File: src/sdmc_pkg.sv
`default_nettype none
package sdmc_pkg;

  // ----------------------------------------------------------------
  // clock and position generator geometry
  // ----------------------------------------------------------------
  localparam int unsigned CLK_PERIOD_NS   = 50;
  localparam logic [14:0] FULL_STEP_SPAN  = 15'h7d00;   // counts per full step
  localparam logic [14:0] FRAC_INIT       = 15'h0000;   // phase a at zero
  localparam logic [1:0]  QUAD_INIT       = 2'h0;       // phase b at full current
  localparam logic [1:0]  QUAD_LAST       = 2'h3;

  // ----------------------------------------------------------------
  // register port
  // ----------------------------------------------------------------
  localparam int          ADDR_W          = 4;
  localparam int          DATA_W          = 32;
  localparam logic [3:0]  ADDR_CTRL       = 4'h0;
  localparam logic [3:0]  ADDR_STATUS     = 4'h4;
  localparam logic [3:0]  ADDR_POSITION   = 4'h8;
  localparam logic [31:0] CTRL_RESET      = 32'h0000_0001;
  localparam int          CTRL_RUN_BIT    = 0;
  localparam int          ST_FAULT        = 0;
  localparam int          ST_OVERTEMP     = 1;
  localparam int          ST_DRIVE_ON     = 2;
  localparam int          ST_DIR          = 3;
  localparam int          ST_FULLSTEP     = 4;
  localparam int          ST_FAULT_PIN    = 5;
  localparam int          ST_FSTEP_PIN    = 6;
  localparam int          ST_INVALID      = 7;
  localparam int          ST_RES_LSB      = 8;
  localparam int          POS_QUAD_LSB    = 16;

  // ----------------------------------------------------------------
  // amplitude shaper scaling
  // ----------------------------------------------------------------
  localparam logic [13:0] SCALE_MUL       = 14'h20c5;   // about 2^20 / 125
  localparam int          SCALE_SHIFT     = 20;
  localparam logic [7:0]  AMP_MAX         = 8'hff;

  // counts added per step for each resolution code, zero when invalid
  function automatic logic [14:0] sdmc_step_size(input logic [3:0] sel);
    logic [14:0] size;
    size = 15'h0000;
    unique case (sel)
      4'hf: size = 15'h3e80;   // 2
      4'he: size = 15'h1f40;   // 4
      4'hd: size = 15'h0fa0;   // 8
      4'hc: size = 15'h07d0;   // 16
      4'hb: size = 15'h03e8;   // 32
      4'ha: size = 15'h01f4;   // 64
      4'h9: size = 15'h00fa;   // 128
      4'h8: size = 15'h007d;   // 256
      4'h7: size = 15'h1900;   // 5
      4'h6: size = 15'h0c80;   // 10
      4'h5: size = 15'h0500;   // 25
      4'h4: size = 15'h0280;   // 50
      4'h3: size = 15'h0100;   // 125
      4'h2: size = 15'h0080;   // 250
      4'h1: size = 15'h0000;   // invalid
      4'h0: size = 15'h0000;   // invalid
    endcase
    return size;
  endfunction : sdmc_step_size

endpackage : sdmc_pkg
`default_nettype wire

File: src/sdmc_core.sv
`timescale 1ns/10ps
`default_nettype none
// Notes on behaviour
// - each rising step edge moves the position one microstep, up or down by the direction line sampled at that edge
// - step size per edge comes from the resolution select sampled at that edge, not the held copy
// - direction and resolution are latched at each rising step edge; the latched copies steer nothing and only feed status
// - controller changes act at the first step edge after them, no extra strobe
// - enable high drives the output stage; enable low turns it off
// - position keeps counting on step edges while enable holds outputs off
// - enable acts at any moment, independent of step and other inputs
// - reset low turns outputs off and returns position to phase a zero, b full
// - reset low also clears a latched fault once its cause is gone
// - fault output pulls low while a fault is latched
// - phase short, phase to ground short or overcurrent raise a fault
// - a raised fault turns outputs off and holds until reset low
// - over-temperature turns outputs off without latching or fault output
// - full-step output is low while the position stands on a full step
// - full step is a phase a or b zero crossing, same for every resolution
// - full-step output follows the commanded position only
// - undriven inputs read high, so drive stays enabled and out of reset
// - top select bit gives binary 2..256, clear gives decimal 5..250, two codes invalid
module sdmc_core (
  input  wire logic                        clock,
  input  wire logic                        srst,
  input  wire logic                        step_pulse,
  input  wire logic                        direction,
  input  wire logic                        enable,
  input  wire logic                        motor_reset_n,
  input  wire logic [3:0]                  microstep_resolution_select,
  input  wire logic                        short_phase_to_phase,
  input  wire logic                        short_phase_to_ground,
  input  wire logic                        overcurrent,
  input  wire logic                        over_temperature,
  input  wire logic [sdmc_pkg::ADDR_W-1:0] reg_addr,
  input  wire logic [sdmc_pkg::DATA_W-1:0] reg_wdata,
  input  wire logic                        reg_write,
  input  wire logic                        reg_read,
  output logic      [sdmc_pkg::DATA_W-1:0] reg_rdata,
  output logic      [7:0]                  phase_a_amp,
  output logic                             phase_a_neg,
  output logic      [7:0]                  phase_b_amp,
  output logic                             phase_b_neg,
  output logic                             bridge_enable,
  input  wire logic                        fault_pin_in,
  output logic                             fault_pin_out,
  output logic                             fault_pin_oe,
  input  wire logic                        fullstep_pin_in,
  output logic                             fullstep_pin_out,
  output logic                             fullstep_pin_oe
);
  import sdmc_pkg::*;

  // ----------------------------------------------------------------
  // state
  // ----------------------------------------------------------------
  logic                held_dir_ff;
  logic [3:0]          held_res_ff;
  logic [14:0]         frac_ff;
  logic [1:0]          quad_ff;
  logic                neg_a_ff;
  logic                neg_b_ff;
  logic                fault_ff;
  logic                bridge_ff;
  logic                fstep_ff;
  logic [DATA_W-1:0]   ctrl_ff;
  logic [DATA_W-1:0]   rdata_ff;

  logic                step_rise;
  logic [14:0]         step_size_w;
  logic [15:0]         frac_up_sum;
  logic                up_carry;
  logic                down_borrow;
  logic [14:0]         nxt_frac;
  logic [1:0]          nxt_quad;
  logic                fault_cause;
  logic                nxt_fault;
  logic                nxt_bridge;
  logic                at_fullstep;
  logic                res_invalid;
  logic [15:0]         arg_rise;
  logic [15:0]         arg_fall;
  logic [15:0]         arg_a;
  logic [15:0]         arg_b;
  logic [DATA_W-1:0]   status_w;
  logic [DATA_W-1:0]   position_w;
  logic [DATA_W-1:0]   nxt_rdata;

  // ----------------------------------------------------------------
  // step edge
  // ----------------------------------------------------------------
  sdmc_step_edge u_step_edge (
    .clock   (clock),
    .srst    (srst),
    .step_in (step_pulse),
    .rise    (step_rise)
  );

  // ----------------------------------------------------------------
  // position generator
  // ----------------------------------------------------------------
  // size taken from the select sampled at this very edge
  assign step_size_w = sdmc_step_size(microstep_resolution_select);
  assign frac_up_sum = {1'b0, frac_ff} + {1'b0, step_size_w};
  assign up_carry    = frac_up_sum >= {1'b0, FULL_STEP_SPAN};
  assign down_borrow = frac_ff < step_size_w;

  // next position, wrapping through the quadrants
  assign nxt_frac = direction ?
                    (up_carry ? 15'(frac_up_sum - {1'b0, FULL_STEP_SPAN}) : frac_up_sum[14:0]) :
                    (down_borrow ? 15'(frac_ff + FULL_STEP_SPAN - step_size_w) : 15'(frac_ff - step_size_w));
  assign nxt_quad = direction ?
                    (up_carry ? 2'(quad_ff + 2'h1) : quad_ff) :
                    (down_borrow ? 2'(quad_ff - 2'h1) : quad_ff);

  // latch and move on each edge; enable plays no part here
  always_ff @(posedge clock) begin
    if (srst || !motor_reset_n) begin
      frac_ff <= FRAC_INIT;
      quad_ff <= QUAD_INIT;
    end else if (step_rise) begin
      frac_ff <= nxt_frac;
      quad_ff <= nxt_quad;
    end
  end

  // held direction and resolution, visible in status
  always_ff @(posedge clock) begin
    if (srst) begin
      held_dir_ff <= 1'b1;
      held_res_ff <= 4'hf;
    end else if (step_rise) begin
      held_dir_ff <= direction;
      held_res_ff <= microstep_resolution_select;
    end
  end

  assign res_invalid = sdmc_step_size(held_res_ff) == 15'h0000;

  // ----------------------------------------------------------------
  // phase currents
  // ----------------------------------------------------------------
  // rising magnitude in quadrants 0 and 2, falling in 1 and 3
  assign arg_rise = {1'b0, frac_ff};
  assign arg_fall = {1'b0, FULL_STEP_SPAN} - {1'b0, frac_ff};
  // argument picked per phase so the amplitudes leave the shaper flops
  assign arg_a    = quad_ff[0] ? arg_fall : arg_rise;
  assign arg_b    = quad_ff[0] ? arg_rise : arg_fall;

  sdmc_sine_shaper u_shape_a (
    .clock  (clock),
    .srst   (srst),
    .arg    (arg_a),
    .amp_ff (phase_a_amp)
  );

  sdmc_sine_shaper u_shape_b (
    .clock  (clock),
    .srst   (srst),
    .arg    (arg_b),
    .amp_ff (phase_b_amp)
  );

  // signs registered in step with the shaper delay
  always_ff @(posedge clock) begin
    if (srst) begin
      neg_a_ff <= 1'b0;
      neg_b_ff <= 1'b0;
    end else begin
      neg_a_ff <= quad_ff[1];
      neg_b_ff <= quad_ff[1] ^ quad_ff[0];
    end
  end

  assign phase_a_neg = neg_a_ff;
  assign phase_b_neg = neg_b_ff;

  // ----------------------------------------------------------------
  // fault, over-temperature and output stage gating
  // ----------------------------------------------------------------
  assign fault_cause = short_phase_to_phase | short_phase_to_ground | overcurrent;
  // a live cause wins over the reset clear
  assign nxt_fault   = fault_cause | (fault_ff & motor_reset_n);
  // enable high or undriven runs the stage; it is looked at every cycle
  assign nxt_bridge  = enable & motor_reset_n & ~fault_cause & ~fault_ff & ~over_temperature
                       & ctrl_ff[CTRL_RUN_BIT];

  always_ff @(posedge clock) begin
    if (srst) begin
      fault_ff  <= 1'b0;
      bridge_ff <= 1'b0;
    end else begin
      fault_ff  <= nxt_fault;
      bridge_ff <= nxt_bridge;
    end
  end

  assign bridge_enable = bridge_ff;
  assign fault_pin_out = 1'b0;
  assign fault_pin_oe  = fault_ff;

  // ----------------------------------------------------------------
  // full-step output from the commanded position
  // ----------------------------------------------------------------
  assign at_fullstep = frac_ff == FRAC_INIT;

  always_ff @(posedge clock) begin
    if (srst) begin
      fstep_ff <= 1'b0;
    end else begin
      fstep_ff <= at_fullstep;
    end
  end

  assign fullstep_pin_out = 1'b0;
  assign fullstep_pin_oe  = fstep_ff;

  // ----------------------------------------------------------------
  // register port
  // ----------------------------------------------------------------
  assign status_w = {20'h0_0000, held_res_ff, res_invalid, fullstep_pin_in, fault_pin_in,
                     fstep_ff, held_dir_ff, bridge_ff, over_temperature, fault_ff};
  assign position_w = {14'h0000, quad_ff, 1'b0, frac_ff};
  assign nxt_rdata = !reg_read                   ? 32'h0000_0000 :
                     (reg_addr == ADDR_CTRL)     ? ctrl_ff :
                     (reg_addr == ADDR_STATUS)   ? status_w :
                     (reg_addr == ADDR_POSITION) ? position_w : 32'h0000_0000;

  // control write and registered read data
  always_ff @(posedge clock) begin
    if (srst) begin
      ctrl_ff  <= CTRL_RESET;
      rdata_ff <= 32'h0000_0000;
    end else begin
      if (reg_write && reg_addr == ADDR_CTRL) begin
        ctrl_ff <= {31'h0000_0000, reg_wdata[CTRL_RUN_BIT]};
      end
      rdata_ff <= nxt_rdata;
    end
  end

  assign reg_rdata = rdata_ff;
endmodule : sdmc_core
`default_nettype wire

File: src/sdmc_sine_shaper.sv
`timescale 1ns/10ps
`default_nettype none
module sdmc_sine_shaper (
  input  wire logic        clock,
  input  wire logic        srst,
  input  wire logic [15:0] arg,
  output logic      [7:0]  amp_ff
);
  import sdmc_pkg::*;

  logic [29:0] scaled;
  logic [8:0]  t;
  logic [26:0] cube;
  logic [10:0] lin3;
  logic [9:0]  y;
  logic [7:0]  nxt_amp;

  // quarter-wave sine by 1.5x - 0.5x^3, x = arg / span in 1/256 units
  assign scaled  = {14'h0000, arg} * {16'h0000, SCALE_MUL};
  assign t       = scaled[SCALE_SHIFT+8:SCALE_SHIFT];
  assign cube    = {18'h0_0000, t} * {18'h0_0000, t} * {18'h0_0000, t};
  assign lin3    = {2'b00, t} + {1'b0, t, 1'b0};
  assign y       = lin3[10:1] - cube[26:17];
  assign nxt_amp = (y > {2'b00, AMP_MAX}) ? AMP_MAX : y[7:0];

  // registered magnitude
  always_ff @(posedge clock) begin
    if (srst) begin
      amp_ff <= 8'h00;
    end else begin
      amp_ff <= nxt_amp;
    end
  end

endmodule : sdmc_sine_shaper
`default_nettype wire

File: src/sdmc_step_edge.sv
`timescale 1ns/10ps
`default_nettype none
module sdmc_step_edge (
  input  wire logic clock,
  input  wire logic srst,
  input  wire logic step_in,
  output logic      rise
);
  import sdmc_pkg::*;

  logic step_prev_ff;

  // previous level; reset high so a held step gives no false edge
  always_ff @(posedge clock) begin
    if (srst) begin
      step_prev_ff <= 1'b1;
    end else begin
      step_prev_ff <= step_in;
    end
  end

  // one-cycle pulse on each rising edge
  assign rise = step_in & ~step_prev_ff;

endmodule : sdmc_step_edge
`default_nettype wire

File: config.mk
export PLATFORM = sky130hd
export DESIGN_NAME = sdmc_core
export DESIGN_NICKNAME = d
export VERILOG_FILES = /design/src/sdmc_pkg.sv /design/src/sdmc_core.sv /design/src/sdmc_sine_shaper.sv /design/src/sdmc_step_edge.sv
export SDC_FILE = /design/constraint.sdc
export NUM_CORES = 1
export LEC_CHECK = 0
export BUFFER_PORTS_ARGS = -buffer_cell sky130_fd_sc_hd__buf_2
export CAP_MARGIN = 15
export CORE_MARGIN = 3
export CORE_UTILIZATION = 65
export DETAILED_ROUTE_END_ITERATION = 12
export PLACE_DENSITY = 0.83
export SETUP_SLACK_MARGIN = 0.1
export SYNTH_ARGS = -nofsm -noshare
export SYNTH_HDL_FRONTEND = slang
export SYNTH_HIERARCHICAL = 1
export SYNTH_SLANG_ARGS = --single-unit
export TNS_END_PERCENT = 10
File: constraint.sdc
create_clock -name clock -period 18.8 [get_ports clock]
set_clock_uncertainty 0.1 [all_clocks]
set_input_delay 0.94 -clock clock [delete_from_list [all_inputs] [get_ports clock]]
set_output_delay 0.94 -clock clock [all_outputs]
set_load 0.01 [all_outputs]
After elaboration in Yosys (flattened, before gate mapping)

Memory sizes are Yosys's and may differ from the RTL's. A register that Yosys moved wholly into a read port is not among the register bits.
Cells that the tools add are included.

Output and inout bits: 55
Memory bits (read-only): 448
Register bits: 62
Memories kept: 2
Input port bits: 54

Multipliers: 6
Equal/unequal tests: 3
Bitwise gates (word level): 17
Muxes and demuxes: 15
$lt $le $gt $ge: 4
Reductions and logical operators: 11
Add/subtract/negate cells: 12

Memories:

| name            | depth | bits a word | read ports | clocked after memory_dff | write ports | RTL line       | RTL |
|---|---|---|---|---|---|---|---|
| (no name shown) | 16    | 14          | 1          | 1                        | 0           | sdmc_pkg.sv:45 | `unique case (sel)` |
| (no name shown) | 16    | 14          | 1          | 0                        | 0           | sdmc_pkg.sv:45 |  |

Operator list:

| cell                   | count |
|---|---|
| $mul 16x14->29 const B | 2 |
| $mul 18x9->27          | 2 |
| $mux 15                | 3 |
| $mul 9x9->18           | 2 |
| $mux 16                | 2 |
| $logic_not 15->1       | 2 |
| $sub 15x15->15         | 2 |
| $mux 12                | 2 |
| $add 9x10->11          | 2 |
| $gt 10x8->1 const B    | 2 |
| $sub 10x10->10         | 2 |
| $add 15x15->16         | 1 |
| $ge 16x15->1 const B   | 1 |
| $mux 8                 | 2 |
| $sub 15x15->16 const A | 1 |
| $add 15x15->15 const B | 1 |
| $lt 15x15->1           | 1 |
| $sub 15x15->15 const B | 1 |
| $mux 4                 | 2 |
| $and 1x1->1            | 7 |
| $mux 2                 | 3 |
| $not 1->1              | 6 |
| $reduce_or 5->1        | 1 |
| $eq 4x3->1 const B     | 1 |
| other kinds (15)       | 17 |

Longest topological paths before layout

Gate-level depths: netlist of run 1.

Depth after elaboration: 8
Mapped depth: 69
Mapped depth without buffers: 68

Modules after synthesis

Netlist of run 1, hierarchy kept.

By module, submodules not included:

| module                        | seq. area each (sq um) | times used | area each (sq um) | cells each |
|---|---|---|---|---|
| sdmc_sine_shaper at u_shape_b | 160.2                  | 1          | 10103.4           | 1144 |
| sdmc_sine_shaper at u_shape_a | 160.2                  | 1          | 9758.1            | 1111 |
| sdmc_core                     | 1181.1                 | 1          | 6058.3            | 774 |
| sdmc_step_edge                | 20.0                   | 1          | 32.5              | 3 |

Least setup slack after synthesis of run 1

OpenSTA, ideal clock, no wires.

Kind: reg2reg
From: register frac_ff[0]
To: register u_shape_a.amp_ff[2]
Slack: 2.820 ns
Cell stages (with the launch flop): 65
Arrival: 15.747 ns
Clock period less this slack: 15.980 ns
Setup time: 0.134 ns
Buffers on the path: 1
Data required time: 18.566 ns
Cell sequence: dfxtp_1 -> inv_1 -> ha_1 -> nand4_1 -> or3_1 -> a21o_1 -> a31oi_1 -> xor2_1 -> inv_1 -> ha_1 -> inv_1 -> ha_1 -> ha_1 -> inv_1 -> fa_1 -> inv_1 -> ha_1 -> ha_1 -> [29 not listed] -> fa_1 -> ha_1 -> a21oi_1 -> o21ai_0 -> o31ai_1 -> a211oi_1 -> o21a_1 -> o21ai_0 -> nand2b_1 -> xnor2_1 -> ha_1 -> nor2_1 -> nor2_1 -> a31oi_1 -> o21bai_1 -> xnor3_2 -> xnor2_2 -> a31oi_1

Word-level cells in the longest chain between the ends: 8
Elaborated cells between the ends (all ways): 9
Those cells by class: 3 x add/sub; 3 x mul; 1 x order compare; 2 x mux

RTL lines:

| element                | RTL line               | RTL |
|---|---|---|
| from (decl)            | sdmc_core.sv:58        | `logic [14:0] frac_ff;` |
| from (signal assigned) | sdmc_core.sv:121       | `frac_ff <= nxt_frac;` |
| $sub 15x15->16 *       | sdmc_core.sv:144       | `assign arg_fall = {1'b0, FULL_STEP_SPAN} - {1'b0, frac_ff};` |
| $mux 16 *              | sdmc_core.sv:146       | `assign arg_a = quad_ff[0] ? arg_fall : arg_rise;` |
| via arg_a[14]          | sdmc_core.sv:82        | `logic [15:0] arg_a;` |
| $mul 16x14->29 *       | sdmc_sine_shaper.sv:19 | `assign scaled = {14'h0000, arg} * {16'h0000, SCALE_MUL};` |
| $mul 9x9->18           | sdmc_sine_shaper.sv:21 | `assign cube = {18'h0_0000, t} * {18'h0_0000, t} * {18'h0_0000, t};` |
| $mul 18x9->27          | sdmc_sine_shaper.sv:21 |  |
| $sub 10x10->10 *       | sdmc_sine_shaper.sv:23 | `assign y = lin3[10:1] - cube[26:17];` |
| $gt 10x8->1            | sdmc_sine_shaper.sv:24 | `assign nxt_amp = (y > {2'b00, AMP_MAX}) ? AMP_MAX : y[7:0];` |
| $mux 8 *               | sdmc_sine_shaper.sv:24 |  |
| to (signal assigned)   | sdmc_sine_shaper.sv:31 | `amp_ff <= nxt_amp;` |
| to (decl)              | sdmc_sine_shaper.sv:7  | `output logic [7:0] amp_ff` |

The timed path passes the listed nets; every way through them passes the cells marked *.
A chain may end at the register's enable or synchronous reset.

Worst setup path after layout of run 1

From: register frac_ff[0]
To: register u_shape_a.amp_ff[0]

The elaborated chain is that of the path after synthesis.

==> results.md, run 1 <==
- Global placement routability congestion: between 0.9 and 1
- H-tree lvl count: 3
- Largest net degree at the start of global routing: 33
- Routed Antenna Nets: 0
- Max-Cap Viols: 0
- Sequential share of the synthesized area: about 5.9%
- Worst Hold Path EP: bridge_enable
- Detailed placement HPWL: approximately 52 mm
- Area grow syn2layout: 4.87%
- Yosys cell types: 112
- Fillers: 3046
- Wire length per cell: 17.6 um
- GRT overflow: 0
- RR Startpoint: frac_ff[0]
- TritonRoute pass-1 iters: 7
- Top_reg_cell synth: dfxtp_1
- RSZ-0062 raised after global routing: yes
- Vias per inst: 5.93
- FF+latch area: 1520 um^2
- Worst path required time: ~19 ns
- Cells after synthesis: between 3000 and 4000
- Antenna violations before repair: 0
- # IOs: 109
- CTS tree: done
- Die area: around 42000 um^2
- HP Class: flip-flop to flip-flop
- Arr. time, crit path: 18.06 ns
- Avg Cell Area, Syn: 8.56 um^2
- Die height: 206 um
- WS Path Type: flip-flop to flip-flop
- Crit path largest cell delay: between 0.5 and 0.6 ns
- TritonCTS Buffers: 9
- Fraction of registers with async set or reset after synthesis: 0%
- Routed WL: around 63 mm
- Max Clock Freq: 55.7 MHz
- First DRT Iteration DRCs: 1321
- Final min period: 17.94 ns
- HP Start: ctrl_ff[0]
- Endpoint type of the worst setup path: flip-flop
- Final slew viol count: 0
- Worst R2R End: u_shape_a/amp_ff[0]
- Later-pin clock latency in the skew report: 0.37 ns
- Max Root-Sink Buffers: 2
- Via Count: 21300
- Global-route wire length before repair: 105 mm
- R2R setup slack: 0.86 ns
- GRT Resource Usage Total: a little under a third
- Core box area: just under 40000 um^2
- Multi-input logic area: 21900 um^2
- Flop and latch count out of synthesis: 76
- Post-detailed-route DRC marker count: 0
- Finish-stage setup viols: 0
- Starting Density: 66.5%
- Post-synth EDFFs: 0
- Hold Crit Depth: 1
- Setup tns final: 0 ns
- PortBufs: 60
- Final nets: just under 4000
- Hold Fails Final Rpt: 0
- CP Max Fanout: 14
- Crit-path slowest cell: fa_1
- Root Buffer: clkbuf_16
- Site Rows: 72
- Most frequent cells in the layout: inv_1, ha_1, fa_1, nand2_1, nor2_1
- Final Cycle Share: 95.4%
- Most common cell after layout, fill and taps aside: inv_1
- Die width: 206 um
- Slew margin rel.: between 20% and 30%
- Most used cell, CP: ha_1
- Yosys warning count: 6
- CTS Sinks: 76
- Worst-path clk slew: approximately 0.08 ns
- Startpoint Class: flip-flop
- Vias in the first global route: 22300
- Ant. Diodes: 0
- Status: finished, final reports clean
- Mapped Area: 26000 um^2
- Worst-Margin Slew: ~1.1 ns
- Ratio of cells with drive above 1 in the final layout: 6.94%
- Cells on worst reg2reg path: 62
==> synthesized netlist by cell type (7+ instances only) <==
library cell	n	area share [%]
a211o_1	10	0.34
a211oi_1	21	0.61
a21o_1	31	0.90
a21oi_1	109	2.1
a22oi_1	13	0.38
a311oi_1	7	0.24
a31oi_1	42	1.0
and2_1	43	1.0
and3_1	29	0.70
buf_1	9	0.13
buf_2	12	0.23
buf_4	22	0.64
clkbuf_1	52	0.75
dfxtp_1	76	5.9
fa_1	348	27
ha_1	478	23
inv_1	572	8.3
mux2i_1	17	0.66
nand2_1	267	3.9
nand2b_1	22	0.53
nand3_1	33	0.64
nand3b_1	7	0.20
nand4_1	19	0.46
nor2_1	247	3.6
nor2b_1	26	0.63
nor3_1	46	0.89
nor4_1	10	0.24
o2111ai_1	12	0.40
o211ai_1	21	0.61
o21a_1	12	0.35
o21ai_0	59	1.1
o21bai_1	14	0.40
or2_2	14	0.34
or3_1	16	0.39
xnor2_1	105	3.5
xor2_1	47	1.6
==> cells by family after synthesis <==
logic type / synth area share (%)
flops: 5.86
buf+inv: 10.5
other cells: 0.0144
mux: 0.829
compound gates: 12.3
fa+ha+maj: 49.9
simple gates: 14.8
xor+xnor: 5.77
==> cell type report <==
cell class,instances,area share [%]
Clock buffer,9,0.827
Timing Repair Buffer,109,2.45
Multi-Input combinational cell,2290,80.5
Sequential cell,76,5.59
Clock inverter,7,0.271
Inverter,580,8.01
Tap cell,518,2.38
==> per-layer routing <==
| layer | track usage, % | share of wire, % | vias to the layer above |
|---|---|---|---|
| li1 | - | - | 9961 |
| met1 | 38.4 | 41 | 10400 |
| met2 | 52.5 | 49 | 758 |
| met3 | 3.02 | 5.7 | 211 |
| met4 | 12.9 | 4.3 | 0 |
| met5 | 0 | 0 | - |
==> worst max-delay path by stage <==
stage / from / end
4_1_cts: frac_ff[0] / u_shape_a/amp_ff[6]
6_report: frac_ff[0] / u_shape_a/amp_ff[0]
2_1_floorplan: frac_ff[0] / u_shape_a/amp_ff[2]
3_3_place_gp: frac_ff[0] / u_shape_a/amp_ff[1]
5_1_grt: frac_ff[0] / u_shape_a/amp_ff[6]
3_5_place_dp: frac_ff[0] / u_shape_a/amp_ff[0]
==> through the flow <==
stage	worst slack, ns	instances	utilization [%]	instance area [um^2]	hold slack, ns
global placement	1.17	3563	68.5	26700	0.353
global route	0.0606	3589	69.8	27200	0.417
CTS	0.460	3579	69.3	27000	0.396
finish	0.859	3589	69.8	27200	0.396
detailed placement	0.504	3563	68.5	26700	0.362
floorplan	2.82	3048	-	26000	0.341
==> what timing repair did <==
item                                    4_1_cts  5_1_grt
endpoints found under the hold margin         0        0
buffers inserted                              0       10
hold buffers                                  0        0
gates resized for setup                       0       15
endpoints found under the setup margin        0       16
==> worst max-delay path, delay by kind of cell, from the launching register on <==
| kind | cells | cell delay [ns] |
|---|---|---|
| compound gates | 22 | 5.01 |
| xor+xnor | 4 | 1.55 |
| fa+ha+maj | 19 | 7.89 |
| buf+inv | 9 | 1.05 |
| flops | 1 | 0.47 |
| simple gates | 8 | 1.72 |
Power of run 1 is left out: the tool's default activity adds up to more than one toggle a clock period on the data nets, which glitch-free logic cannot reach.
==> run 2, diff against run 1 <==
--- a/config.mk
+++ b/config.mk
@@ -10,8 +10,10 @@
 export CORE_MARGIN = 3
 export CORE_UTILIZATION = 65
 export DETAILED_ROUTE_END_ITERATION = 12
+export MAX_ROUTING_LAYER = met4
 export PLACE_DENSITY = 0.83
 export SETUP_SLACK_MARGIN = 0.1
+export SLEW_MARGIN = 15
 export SYNTH_ARGS = -nofsm -noshare
 export SYNTH_HDL_FRONTEND = slang
 export SYNTH_HIERARCHICAL = 1
==> results.md, run 2 (synthesis gave the netlist of run 1 again) <==
- First DRT Iteration DRCs: between 1000 and 1500
- Die height: 206 um
- CTS tree: done
- H-tree lvl count: 3
- Hold Crit Depth: 1
- Via Count: approximately 21000
- Site Rows: 72
- Area grow syn2layout: 4.83%
- Most frequent cells in the layout: inv_1, ha_1, fa_1, nand2_1, nor2_1
- Hold Fails Final Rpt: 0
- Startpoint Class: flip-flop
- Wire length per cell: 17.7 um
- HP Class: flip-flop to flip-flop
- Vias in the first global route: approximately 22000
- RSZ-0062 raised after global routing: yes
- Max Root-Sink Buffers: 2
- Ant. Diodes: 0
- Final slew viol count: 0
- Kind of cell adding the most delay to the critical path: adder cells
- Finish-stage setup viols: 0
- Most used cell, CP: ha_1
- TritonCTS Buffers: 9
- Final Cycle Share: 95.3%
- CTS Sinks: 76
- Detailed placement HPWL: roughly 52 mm
- Post-detailed-route DRC marker count: 0
- Worst R2R End: u_shape_a/amp_ff[7]
- GRT Resource Usage Total: about a third
- Max-Cap Viols: 0
- HP Start: held_dir_ff
- Die area: about 42000 um^2
- Post-place instance area: 26700 um^2
- Crit-path slowest cell: fa_1
- Global-route wire length before repair: 106 mm
- PortBufs: 60
- Ratio of cells with drive above 1 in the final layout: 6.97%
- Setup tns final: 0 ns
- Largest net degree at the start of global routing: 33
- Vias per inst: 5.95
- Global placement routability congestion: around 1.0
- Status: finished, final reports clean
- Multi-input logic area: 21900 um^2
- Most common cell after layout, fill and taps aside: inv_1
- Setup ws final: 0.892 ns
- Final nets: 3944
- FF+latch area: 1520 um^2
- Crit path largest cell delay: between 0.5 and 0.6 ns
- Die width: a little over 200 um
- GRT overflow: 0
- TritonRoute pass-1 iters: 5
- Hold Slack: 0.372 ns
- # IOs: 109
- WS Path Type: flip-flop to flip-flop
- Worst-path clk slew: approximately 0.070 ns
- CP Max Fanout: 15
- Worst path required time: 18.91 ns
- Slew margin rel.: 29.9%
- Starting Density: 66.5%
- Cells on worst reg2reg path: 60
- Later-pin clock latency in the skew report: 0.36 ns
- DP Worst Slack: approximately 0.72 ns
- RR Startpoint: frac_ff[0]
- Max Clock Freq: 55.8 MHz
- Arr. time, crit path: 18.02 ns
- Fillers: 2946
- Antenna violations before repair: 0
- Core box area: 39000 um^2
- Worst Hold Path EP: held_dir_ff
- Root Buffer: clkbuf_16
- Endpoint type of the worst setup path: flip-flop
- Routed WL: 63.6 mm
- Worst-Margin Slew: 1.04 ns
- CTS hold repair buffers: 0
- Routed Antenna Nets: 0
- R2R setup slack: 0.89 ns
- Worst path bufs/invs: 6
- Final Instance Area: approximately 27000 um^2
- Final min period: between 15 and 20 ns
==> run 2: changes by cell type in the layout (fill, tap and decap cells not counted), sizes merged <==
| cell | previous run | this run |
|---|---|---|
| buf | 109 | 107 |
==> run 2: layer usage <==
metal | GRT usage, % | up-vias | share of wire (%) | wire length [um]
met5 | - | - | 0 | 0
met2 | 53.6 | 767 | 49 | 31200
met1 | 38.6 | 10500 | 41 | 26400
met3 | 3.53 | 170 | 5.8 | 3700
li1 | - | 9957 | - | -
met4 | 11.4 | 0 | 3.8 | 2390
==> run 2: worst max path at each step <==
stage                               end  cells past startpoint       start  slack, ns
floorplan           u_shape_a/amp_ff[2]                     64  frac_ff[0]       2.82
global placement    u_shape_a/amp_ff[1]                     62  frac_ff[0]       1.14
detailed placement  u_shape_b/amp_ff[3]                     62  frac_ff[0]       0.72
CTS                 u_shape_b/amp_ff[3]                     62  frac_ff[0]       0.65
global route        u_shape_a/amp_ff[7]                     62  frac_ff[0]       0.04
finish              u_shape_a/amp_ff[7]                     60  frac_ff[0]       0.89
==> run 2: cell type report <==
| type | count | share of cell area (%) |
|---|---|---|
| clock buffers | 9 | 0.828 |
| clock inverters | 7 | 0.281 |
| inverters | 580 | 8.02 |
| multi-input cells | 2290 | 80.5 |
| flip-flops and latches | 76 | 5.59 |
| well taps | 518 | 2.38 |
| repair buffers | 107 | 2.40 |
==> run 2: what timing repair did <==
item                                    CTS  global route
buffers inserted                          0             9
gates resized for setup                   0            16
endpoints found under the setup margin    0            16
endpoints found under the hold margin     0             0
==> run 2: metrics by stage <==
| stage | cells | util, % |
|---|---|---|
| detailed placement | 3562 | 68.5 |
| global placement | 3562 | 68.5 |
| CTS | 3578 | 69.3 |
| floorplan | 3048 | - |
| global route | 3587 | 69.7 |
| finish | 3587 | 69.7 |
Power of run 2 is left out for the same reason.
